## src/logic/nv_access_pkg.sv

```systemverilog
package nv_access_pkg;

  // register indices; byte address is four times the index
  localparam logic [7:0] IDX_DATA = 8'h9a;
  localparam logic [7:0] IDX_ADDR = 8'h9b;
  localparam logic [7:0] IDX_CTRL = 8'h9c;
  localparam logic [7:0] IDX_KEY = 8'h9d;
  localparam logic [7:0] IDX_PFLAG = 8'h0c;

  // control register and peripheral flag register bit positions
  localparam int CTRL_RD = 0;
  localparam int CTRL_WR = 1;
  localparam int CTRL_PERMIT = 2;
  localparam int CTRL_ABORT = 3;
  localparam int PFLAG_DONE = 7;

  // unlock keys, erased cell value and reset values
  localparam logic [7:0] KEY_FIRST = 8'h55;
  localparam logic [7:0] KEY_SECOND = 8'haa;
  localparam logic [7:0] ERASED_BYTE = 8'hff;
  localparam logic [7:0] DATA_RESET = 8'h00;
  localparam logic [6:0] ADDR_RESET = 7'h00;
  localparam logic [31:0] HRDATA_RESET = 32'h0000_0000;
  localparam logic HRESP_OKAY = 1'b0;

  // array geometry
  localparam int ADDR_W = 7;
  localparam int ARRAY_DEPTH = 128;

  // timing: power-up timer in ms, converted at the core clock rate
  localparam int CLK_MHZ = 125;
  localparam int PWRT_MS = 72;
  localparam int PWRT_CYCLES = PWRT_MS * 1000 * CLK_MHZ;
  localparam int PWRT_W = 24;
  localparam int WRITE_CYCLES_DEF = 40;
  localparam int WCNT_W = 16;

  // unlock sequence tracker states
  typedef enum logic [2:0] {
    SEQ_IDLE = 3'b001,
    SEQ_FIRST = 3'b010,
    SEQ_SECOND = 3'b100
  } unlock_state_t;

endpackage : nv_access_pkg

```

## src/logic/nv_mem_if.sv

```systemverilog
`timescale 1ns/1ps
// write and read port of the byte array
interface nv_mem_if;
  logic we;
  logic [6:0] waddr;
  logic [7:0] wdata;
  logic [6:0] raddr;
  logic [7:0] rdata;
  modport ctrl (output we, output waddr, output wdata, output raddr, input rdata);
  modport array (input we, input waddr, input wdata, input raddr, output rdata);
endinterface : nv_mem_if

```

## src/logic/nv_array.sv

```systemverilog
`timescale 1ns/1ps
module nv_array (
  input wire logic clk,
  nv_mem_if.array port
);

  logic [7:0] cells [nv_access_pkg::ARRAY_DEPTH];
  logic [7:0] rdata_q;

  // cells keep their content across resets, so no reset here
  always_ff @(posedge clk) begin
    if (port.we) begin
      cells[port.waddr] <= port.wdata;
    end
    rdata_q <= cells[port.raddr];
  end

  assign port.rdata = rdata_q;

endmodule : nv_array

```

## src/logic/nv_unlock_seq.sv

```systemverilog
`timescale 1ns/1ps
module nv_unlock_seq (
  input wire logic clk,
  input wire logic reset,
  input wire logic clear,
  input wire logic xferValid,
  input wire logic keyWrite,
  input wire logic [7:0] keyByte,
  output logic armed
);

  nv_access_pkg::unlock_state_t state_q;
  nv_access_pkg::unlock_state_t state_d;
  logic firstKey;
  logic secondKey;

  assign firstKey = keyWrite && (keyByte == nv_access_pkg::KEY_FIRST);
  assign secondKey = keyWrite && (keyByte == nv_access_pkg::KEY_SECOND);

  // every bus transfer is one step; any stray transfer breaks the count
  always_comb begin
    state_d = state_q;
    if (xferValid) begin
      case (state_q)
        nv_access_pkg::SEQ_IDLE: begin
          state_d = firstKey ? nv_access_pkg::SEQ_FIRST : nv_access_pkg::SEQ_IDLE;
        end
        nv_access_pkg::SEQ_FIRST: begin
          state_d = secondKey ? nv_access_pkg::SEQ_SECOND :
                    firstKey ? nv_access_pkg::SEQ_FIRST : nv_access_pkg::SEQ_IDLE; // RULE9
        end
        default: begin
          state_d = firstKey ? nv_access_pkg::SEQ_FIRST : nv_access_pkg::SEQ_IDLE; // RULE10
        end
      endcase
    end
  end

  always_ff @(posedge clk) begin
    if (reset || clear) begin
      state_q <= nv_access_pkg::SEQ_IDLE;
    end else begin
      state_q <= state_d;
    end
  end

  assign armed = (state_q == nv_access_pkg::SEQ_SECOND);
endmodule : nv_unlock_seq

```

## src/logic/data_eeprom_access_ctrl.sv

```systemverilog
`timescale 1ns/1ps
//
// Contract
// RULE1 - address uses low seven bits only
// RULE2 - software keeps address top bit zero
// RULE3 - control upper four bits read zero
// RULE4 - triggers only set by software, hardware clears
// RULE5 - read fetches byte in one cycle
// RULE6 - data register holds until read or write
// RULE7 - write trigger ignored without write permit
// RULE8 - write permit changed only by software
// RULE9 - unlock needs 55h, AAh, then trigger
// RULE10 - exact transfer count across unlock sequence
// RULE11 - clearing permit never aborts running write
// RULE12 - completion clears trigger, sets done flag
// RULE13 - interrupted write sets abort flag
// RULE14 - aborting reset clears data and address
// RULE15 - unlock port stores nothing, reads zero
// RULE16 - no writes while power-up timer runs
// RULE17 - software disables interrupts during unlock
// RULE18 - each byte write erases first
// RULE19 - write length set by internal timer
// RULE20 - write duration parameter, trigger held throughout
module data_eeprom_access_ctrl #(
  parameter int PowerupCycles = nv_access_pkg::PWRT_CYCLES,
  parameter int WriteCycles = nv_access_pkg::WRITE_CYCLES_DEF
) (
  input wire logic clk,
  input wire logic reset,
  input wire logic hsel,
  input wire logic [31:0] haddr,
  input wire logic [1:0] htrans,
  input wire logic hwrite,
  input wire logic [2:0] hsize,
  input wire logic [31:0] hwdata,
  input wire logic hready,
  input wire logic externalResetPinN,
  input wire logic watchdogTimeout,
  input wire logic brownoutDetect,
  output logic [31:0] hrdata,
  output logic hreadyout,
  output logic hresp,
  output logic writeBusy,
  output logic writeDoneFlag,
  output logic writeAbortFlag
);

  // bus side state
  logic hreadyout_q;
  logic hresp_q;
  logic [31:0] hrdata_q;
  logic pendValid_q;
  logic pendWrite_q;
  logic pendMapped_q;
  logic [7:0] pendIdx_q;

  // register state
  logic [6:0] nvAddr_q;
  logic [7:0] nvData_q;
  logic rdPend_q;
  logic permit_q;
  logic abortFlag_q;
  logic doneFlag_q;
  logic wrBusy_q;
  logic [nv_access_pkg::WCNT_W-1:0] wrCnt_q;
  logic [6:0] wrAddr_q;
  logic [7:0] wrData_q;
  logic pwrtRun_q;
  logic [nv_access_pkg::PWRT_W-1:0] pwrtCnt_q;

  // decode wires
  logic addrPhase;
  logic [7:0] addrIdx;
  logic addrInRange;
  logic addrMapped;
  logic commit;
  logic selData;
  logic selAddr;
  logic selCtrl;
  logic selKey;
  logic selPflag;
  logic wrDataReg;
  logic wrAddrReg;
  logic wrCtrlReg;
  logic wrPflagReg;
  logic rdAccess;
  logic [7:0] wByte;
  logic [7:0] ctrlByte;
  logic [7:0] readByte;
  logic seqArmed;
  logic startWrite;
  logic finishWrite;
  logic abortNow;
  logic [2:0] rstReqRaw;
  logic [2:0] rstReq;
  logic resetEvt;

  nv_mem_if memBus ();

  nv_array u_array (
    .clk(clk),
    .port(memBus.array)
  );

  nv_unlock_seq u_unlock (
    .clk(clk),
    .reset(reset),
    .clear(resetEvt),
    .xferValid(commit),
    .keyWrite(selKey && pendWrite_q),
    .keyByte(wByte),
    .armed(seqArmed)
  );

  // reset sources come from other domains: two flops each, first read only by second
  assign rstReqRaw = {brownoutDetect, watchdogTimeout, ~externalResetPinN};

  generate
    for (genvar i = 0; i < 3; i++) begin : g_sync
      logic meta_q;
      logic stable_q;
      always_ff @(posedge clk) begin
        if (reset) begin
          meta_q <= 1'b0;
          stable_q <= 1'b0;
        end else begin
          meta_q <= rstReqRaw[i];
          stable_q <= meta_q;
        end
      end
      assign rstReq[i] = stable_q;
    end
  endgenerate

  // any external, watchdog or brown-out reset acts as a level while held
  assign resetEvt = |rstReq;

  // address phase decode; only word-aligned addresses in the low 1 KiB are mapped, hsize is not checked
  assign addrPhase = hsel && htrans[1] && hready;
  assign addrIdx = haddr[9:2];
  assign addrInRange = (haddr[31:10] == 22'h000000) && (haddr[1:0] == 2'h0);
  assign addrMapped = addrInRange &&
                      ((addrIdx == nv_access_pkg::IDX_DATA) ||
                       (addrIdx == nv_access_pkg::IDX_ADDR) ||
                       (addrIdx == nv_access_pkg::IDX_CTRL) ||
                       (addrIdx == nv_access_pkg::IDX_KEY) ||
                       (addrIdx == nv_access_pkg::IDX_PFLAG));

  // one wait state per transfer so read data always sees the last write
  always_ff @(posedge clk) begin
    if (reset) begin
      pendValid_q <= 1'b0;
      pendWrite_q <= 1'b0;
      pendMapped_q <= 1'b0;
      pendIdx_q <= 8'h00;
      hreadyout_q <= 1'b1;
      hresp_q <= nv_access_pkg::HRESP_OKAY;
    end else begin
      pendValid_q <= addrPhase;
      hreadyout_q <= !addrPhase;
      hresp_q <= nv_access_pkg::HRESP_OKAY;
      if (addrPhase) begin
        pendWrite_q <= hwrite;
        pendMapped_q <= addrMapped;
        pendIdx_q <= addrIdx;
      end
    end
  end

  // data phase selects; unmapped reads give zero, unmapped writes vanish
  assign commit = pendValid_q;
  assign selData = commit && pendMapped_q && (pendIdx_q == nv_access_pkg::IDX_DATA);
  assign selAddr = commit && pendMapped_q && (pendIdx_q == nv_access_pkg::IDX_ADDR);
  assign selCtrl = commit && pendMapped_q && (pendIdx_q == nv_access_pkg::IDX_CTRL);
  assign selKey = commit && pendMapped_q && (pendIdx_q == nv_access_pkg::IDX_KEY);
  assign selPflag = commit && pendMapped_q && (pendIdx_q == nv_access_pkg::IDX_PFLAG);
  assign wrDataReg = selData && pendWrite_q;
  assign wrAddrReg = selAddr && pendWrite_q;
  assign wrCtrlReg = selCtrl && pendWrite_q;
  assign wrPflagReg = selPflag && pendWrite_q;
  assign rdAccess = commit && !pendWrite_q;
  assign wByte = hwdata[7:0];

  // read mux; the key port has no storage and always answers zero
  assign ctrlByte = {4'h0, abortFlag_q, permit_q, wrBusy_q, rdPend_q}; // RULE3
  assign readByte = selData ? nvData_q :
                    selAddr ? {1'b0, nvAddr_q} : // RULE1
                    selCtrl ? ctrlByte :
                    selPflag ? {doneFlag_q, 7'h00} :
                    8'h00; // RULE15

  always_ff @(posedge clk) begin
    if (reset) begin
      hrdata_q <= nv_access_pkg::HRDATA_RESET;
    end else if (rdAccess) begin
      hrdata_q <= {24'h000000, readByte};
    end
  end

  // write start needs permit already set, unlock armed and power-up done
  assign startWrite = wrCtrlReg && wByte[nv_access_pkg::CTRL_WR] && permit_q && // RULE7
                      seqArmed && !pwrtRun_q && !wrBusy_q && !resetEvt; // RULE9 RULE16
  assign finishWrite = wrBusy_q && (wrCnt_q == '0) && !resetEvt; // RULE19
  assign abortNow = resetEvt && wrBusy_q;

  // address register: the top bit is never stored
  always_ff @(posedge clk) begin
    if (reset || resetEvt) begin
      nvAddr_q <= nv_access_pkg::ADDR_RESET; // RULE14
    end else if (wrAddrReg) begin
      nvAddr_q <= wByte[6:0]; // RULE1
    end
  end

  // data register: loaded by a finished read or by software only
  always_ff @(posedge clk) begin
    if (reset || resetEvt) begin
      nvData_q <= nv_access_pkg::DATA_RESET; // RULE14
    end else if (rdPend_q) begin
      nvData_q <= memBus.rdata; // RULE5
    end else if (wrDataReg) begin
      nvData_q <= wByte; // RULE6
    end
  end

  // read trigger: set by software, cleared by hardware one cycle later
  always_ff @(posedge clk) begin
    if (reset || resetEvt) begin
      rdPend_q <= 1'b0;
    end else begin
      rdPend_q <= wrCtrlReg && wByte[nv_access_pkg::CTRL_RD]; // RULE4 RULE5
    end
  end

  // write permit: clear on resets, otherwise only software moves it
  always_ff @(posedge clk) begin
    if (reset || resetEvt) begin
      permit_q <= 1'b0;
    end else if (wrCtrlReg) begin
      permit_q <= wByte[nv_access_pkg::CTRL_PERMIT]; // RULE8
    end
  end

  // abort flag: a cut-short write sets it, and the set beats a software clear
  always_ff @(posedge clk) begin
    if (reset) begin
      abortFlag_q <= 1'b0;
    end else if (abortNow) begin
      abortFlag_q <= 1'b1; // RULE13
    end else if (wrCtrlReg) begin
      abortFlag_q <= wByte[nv_access_pkg::CTRL_ABORT];
    end
  end

  // done flag: completion wins over a software clear in the same cycle
  always_ff @(posedge clk) begin
    if (reset) begin
      doneFlag_q <= 1'b0;
    end else if (finishWrite) begin
      doneFlag_q <= 1'b1; // RULE12
    end else if (resetEvt) begin
      doneFlag_q <= 1'b0;
    end else if (wrPflagReg) begin
      doneFlag_q <= wByte[nv_access_pkg::PFLAG_DONE];
    end
  end

  // write trigger stays set for the timed cycle; software cannot clear it
  always_ff @(posedge clk) begin
    if (reset || resetEvt) begin
      wrBusy_q <= 1'b0;
    end else if (startWrite) begin
      wrBusy_q <= 1'b1; // RULE20
    end else if (finishWrite) begin
      wrBusy_q <= 1'b0; // RULE4 RULE12
    end
  end

  // write timer and latched target; permit changes no longer matter here
  always_ff @(posedge clk) begin
    if (reset) begin
      wrCnt_q <= '0;
      wrAddr_q <= nv_access_pkg::ADDR_RESET;
      wrData_q <= nv_access_pkg::DATA_RESET;
    end else if (startWrite) begin
      wrCnt_q <= nv_access_pkg::WCNT_W'(WriteCycles - 1); // RULE20
      wrAddr_q <= nvAddr_q;
      wrData_q <= nvData_q; // RULE11
    end else if (wrBusy_q && (wrCnt_q != '0)) begin
      wrCnt_q <= wrCnt_q - 1'b1; // RULE19
    end
  end

  // power-up timer runs only after power-on reset, not the other resets
  always_ff @(posedge clk) begin
    if (reset) begin
      pwrtRun_q <= 1'b1;
      pwrtCnt_q <= '0;
    end else if (pwrtRun_q) begin
      if (pwrtCnt_q == nv_access_pkg::PWRT_W'(PowerupCycles - 1)) begin
        pwrtRun_q <= 1'b0; // RULE16
      end else begin
        pwrtCnt_q <= pwrtCnt_q + 1'b1;
      end
    end
  end

  // array port: erase at start, program at the end; an abort leaves it erased
  assign memBus.we = startWrite || finishWrite;
  assign memBus.waddr = startWrite ? nvAddr_q : wrAddr_q;
  assign memBus.wdata = startWrite ? nv_access_pkg::ERASED_BYTE : wrData_q; // RULE18
  assign memBus.raddr = nvAddr_q;

  // outputs straight from flops
  assign hrdata = hrdata_q;
  assign hreadyout = hreadyout_q;
  assign hresp = hresp_q;
  assign writeBusy = wrBusy_q;
  assign writeDoneFlag = doneFlag_q;
  assign writeAbortFlag = abortFlag_q;
endmodule : data_eeprom_access_ctrl

```

## config.mk

```make
export PLATFORM = sky130hd
export DESIGN_NAME = data_eeprom_access_ctrl
export DESIGN_NICKNAME = d
export VERILOG_FILES = /design/src/logic/nv_access_pkg.sv /design/src/logic/nv_mem_if.sv /design/src/logic/nv_array.sv /design/src/logic/nv_unlock_seq.sv /design/src/logic/data_eeprom_access_ctrl.sv
export SDC_FILE = /design/constraint.sdc
export NUM_CORES = 1
export LEC_CHECK = 0
export ABC_AREA = 0
export BUFFER_PORTS_ARGS = -buffer_cell sky130_fd_sc_hd__buf_2
export CAP_MARGIN = 10
export CORE_ASPECT_RATIO = 0.6
export CORE_UTILIZATION = 67
export CTS_CLUSTER_DIAMETER = 100
export CTS_CLUSTER_SIZE = 25
export DETAILED_ROUTE_END_ITERATION = 12
export GPL_TIMING_DRIVEN = 0
export PLACE_DENSITY = 0.85
export SKIP_CTS_REPAIR_TIMING = 1
export SLEW_MARGIN = 15
export SYNTH_ARGS = -nofsm -noshare
export SYNTH_HDL_FRONTEND = slang
export SYNTH_HIERARCHICAL = 1
export SYNTH_SLANG_ARGS = --single-unit
```

## constraint.sdc

```tcl
create_clock -name clk -period 8.2 [get_ports clk]
set_clock_uncertainty 0.05 [all_clocks]
set_input_delay 1.23 -clock clk [delete_from_list [all_inputs] [get_ports clk]]
set_output_delay 1.23 -clock clk [all_outputs]
set_load 0.005 [all_outputs]
```

==> metrics.md <==
| Metric | Value |
|---|---|
| CP Max Fanout | 10 |
| Maximum number of pins on one net before global-route repair | 77 |
| DRC marker count from the first detailed-route iteration | 4,307 |
| Tcrit/Tclk final | 69.2% |
| Endpoint of the most critical register-to-register path | u_array/cells[117][4] |
| Netlist area before placement | 44,600 sq um |
| Count of buffering cells on the critical path with inverters included | 2 |
| Number of global-route vias before repair | 23,300 |
| Die area | 67,600 sq um |
| Sum of negative setup slack | 0 ns |
| Overall power | 9.14 mW |
| Biggest area contributors in the synthesized netlist | sky130_fd_sc_hd__edfxtp_1, sky130_fd_sc_hd__mux4_2, sky130_fd_sc_hd__dfxtp_1 |
| Number of failing hold endpoints at the final stage | 0 |
| Slew margin rel. | 4.56% |
| Share of the synthesized area in the top cell type | 69.0% |
| Slowest cell on the critical path | sky130_fd_sc_hd__nor2_1 |
| Starting density of the core | 68.5% |
| Placeable Area | 65,100 sq um |
| CTS buffer count | 51 |
| Number of vias in the routed layout | 24,000 |
| Average vias per placed instance | 7.40 |
| Launching element type of the critical path | register |
| Post-detailed-placement cell area | 46,400 sq um |
| Clock period minus worst slack | 5.68 ns |
| Number of buffers on the longest clock path | 3 |
| Worst slack at placement | 2.55 ns |
| Worst endpoint data arrival time | 5.91 ns |
| Count of unique library cells instantiated by Yosys | 64 |
| Number of storage elements in the synthesis netlist | 1,137 |
| Min-Delay Startpoint | g_sync[0].meta_q |
| Number of antenna violations at the first check in global routing | 6 |
| Cells traversed along the worst timing path | nand4bb_1 > nor2_1 > nand4_2 > mux2_2 > clkbuf_1 > nor2b_1 > nand3_1 > clkbuf_2 > nor2_1 |
| Post-route DRC | 0 |
| Clock transition at path regs | 0.10 ns |
| Slew at the pin with the worst max-slew slack | 1.43 ns |
| Required @ worst endpoint | 8.43 ns |
| WP depth | 9 |
| RSZ-0062 raised after global routing | no |
| LEAKAGE | 11.4 nW |
| Pwr dens | 191 nW/um^2 |
| Clk_lat worst skew | 0.66 ns |
| Drt pass-1 iters | 6 |
| Post-synth top flop | sky130_fd_sc_hd__edfxtp_1 |
| R2R cell count | 9 |
| Global-route congestion overflow total | 0 |
| Number of clock sinks | 1,137 |
| Element type at the critical path end | register |
| Achievable clock frequency | 176 MHz |
| Ratio of cells with drive above 1 in the final layout | 24.5% |
| Gate count of the mapped netlist | 2,183 |
| FF+latch area | 33,000 sq um |
| Cell depth of the worst hold path | 1 |
| Clock tree from TritonCTS | built |
| Number of enable-type register cells in the synthesized netlist | 1,024 |
| WHS Endpoint | g_sync[0].stable_q |
| Clk Tree Root Cell | sky130_fd_sc_hd__clkbuf_16 |
| Cell count after placement | 3,164 |
| Worst setup slack for register-to-register paths | 2.52 ns |
| I/O pin total | 114 |
| Post-layout net count | 2,409 |
| Async S/R FF share, synth | 0% |
| Worst IR Drop VDD | 0.176 mV |
| Total wirelength of the detailed-routed design | 117,000 um |
| Row cnt | 72 |
| Most used cell along the critical path | sky130_fd_sc_hd__nor2_1 |
| Final weighted congestion in routability-driven placement | 0.991 |
| Synthesis-to-layout area growth | 7.27% |
| Sequential element share of the synthesized area | 74.0% |
| Die outline height | 202 um |
| Number of cells in the finished layout apart from fillers | 3,247 |
| Wirelength per Cell | 36.1 um |
| Critical path type | reg2reg |
| Final setup violation count | 0 |
| Beginning of the critical path | commit |
| Final Hold Slack | 0.402 ns |
| H-Tree Level Count | 2 |
| Yosys warning count | 6 |
| Type of the worst min-delay path | reg2reg |
| CP top delay family | simple AND/OR/NAND/NOR gates |
| Delay contributed by the slowest stage of the critical path | 0.84 ns |
| Final antenna-violating net count | 0 |
| Global routing usage summed across all routing layers | 35.5% |
| Wire length of the first global-routing pass | 166,000 um |
| FILL cells | 3,498 |
| HPWL after detailed placement | 77,300 um |
| Area of the multi-input gates | 11,000 sq um |
| Final std cell area, no fill | 47,800 sq um |
| MaxCap Viol Count | 0 |
| Die outline width | 335 um |
| Yosys top cell by area | sky130_fd_sc_hd__edfxtp_1 |
| Critical R2R Launch | commit |
| Count of input and output buffers | 60 |
| Max-slew violation total from the final report | 0 |
| Setup WS post-layout | 2.52 ns |
| Run status | finished, final reports clean |
| Average cell area after synthesis | 20.4 sq um |
| Final core area utilization | 73.4% |
where the power goes:
| group | internal, mW | leakage (nW) | switching [mW] |
|---|---|---|---|
| Clock | 1.17 | 0.675 | 1.70 |
| Sequential | 6.21 | 7.96 | 0.00342 |
| Combinational | 0.0241 | 2.74 | 0.0363 |
| Total | 7.40 | 11.4 | 1.74 |
Yosys cell counts (all sizes together) (7+ instances only):
library cell,number
nor3,27
nor2b,22
nand4,19
nand2b,15
or4,8
mux2,26
or3,8
inv,17
nand2,54
a22oi,11
dfxtp,113
xnor2,17
buf,77
nor2,190
mux2i,19
xor2,9
mux4,336
o21ai,9
clkbuf,58
nand3,25
edfxtp,1024
nor4,13
a21oi,23
a22o,7
kinds of logic (layout without fill, tap and decap cells):
logic type | after synthesis | after routing | share of synthesized area (%)
and+or+nand+nor | 408 | 408 | 4.45
muxes | 381 | 381 | 18.1
adders and majority gates | 3 | 3 | 0.0842
other | 1 | 31 | 0.00841
AOI/OAI and AO/OA | 74 | 74 | 1.14
buffers and inverters | 153 | 299 | 1.71
DFF | 1137 | 1137 | 74.0
xor gates and xnor gates | 26 | 26 | 0.511
sequential cells by signal, indices dropped and copies added (netlist names), 3 cells and up:
signal,cells
g_sync.meta_q,3
memBus.raddr,7
u_array/cells,1024
u_array/port.rdata,8
pendIdx_q,8
wrAddr_q,7
pwrtCnt_q,24
hrdata,8
u_unlock/state_q,3
nvData_q,8
wrData_q,8
g_sync.stable_q,3
wrCnt_q,16
worst max-delay path by stage:
stage / endpoint / slack (ns)
global route: u_array/cells[117][5] / 2.66
finish: u_array/cells[117][4] / 2.52
floorplan: u_array/cells[0][0] / 3.97
CTS: u_array/cells[117][1] / 2.79
detailed placement: u_array/cells[117][3] / 2.55
global placement: u_array/cells[28][3] / 1.50
layer usage:
metal / up-vias / wire [um] / GRT usage, %
li1: 9136 / - / -
met1: 12300 / 41600 / 51.5
met2: 2224 / 51200 / 50.8
met3: 321 / 20000 / 13.8
met4: 10 / 4060 / 10.5
met5: - / 195 / 1.21
cell usage in the layout, fill, tap and decap left out, types with 9 or more instances in the layout:
cell,n
sky130_fd_sc_hd__xor2_1,9
sky130_fd_sc_hd__buf_4,38
sky130_fd_sc_hd__dfxtp_1,113
sky130_fd_sc_hd__nor2_1,190
sky130_fd_sc_hd__conb_1,25
sky130_fd_sc_hd__nand3_1,25
sky130_fd_sc_hd__mux2i_1,19
sky130_fd_sc_hd__nand4_1,18
sky130_fd_sc_hd__a21oi_1,22
sky130_fd_sc_hd__inv_1,17
sky130_fd_sc_hd__buf_1,18
sky130_fd_sc_hd__a22oi_1,11
sky130_fd_sc_hd__nor3_1,18
sky130_fd_sc_hd__nand2_1,54
sky130_fd_sc_hd__mux2_2,26
sky130_fd_sc_hd__clkbuf_16,51
sky130_fd_sc_hd__buf_2,79
sky130_fd_sc_hd__xnor2_1,17
sky130_fd_sc_hd__nor4_1,12
sky130_fd_sc_hd__clkbuf_1,73
sky130_fd_sc_hd__edfxtp_1,1024
sky130_fd_sc_hd__nor3_2,9
sky130_fd_sc_hd__mux4_2,336
sky130_fd_sc_hd__nor2b_1,22
final cells by class:
cell class                 count  share of cell area (%)
multi-input combinational    917                    23.0
tap                          888                    2.32
antenna                        6                  0.0314
buffer                       136                    1.48
sequential                  1137                    69.0
timing repair buffer          69                    1.07
inverter                      17                   0.133
clock buffer                  73                    2.84
clock inverter                 4                  0.0889
No activity file was read; power rests on OpenSTA's default activity.
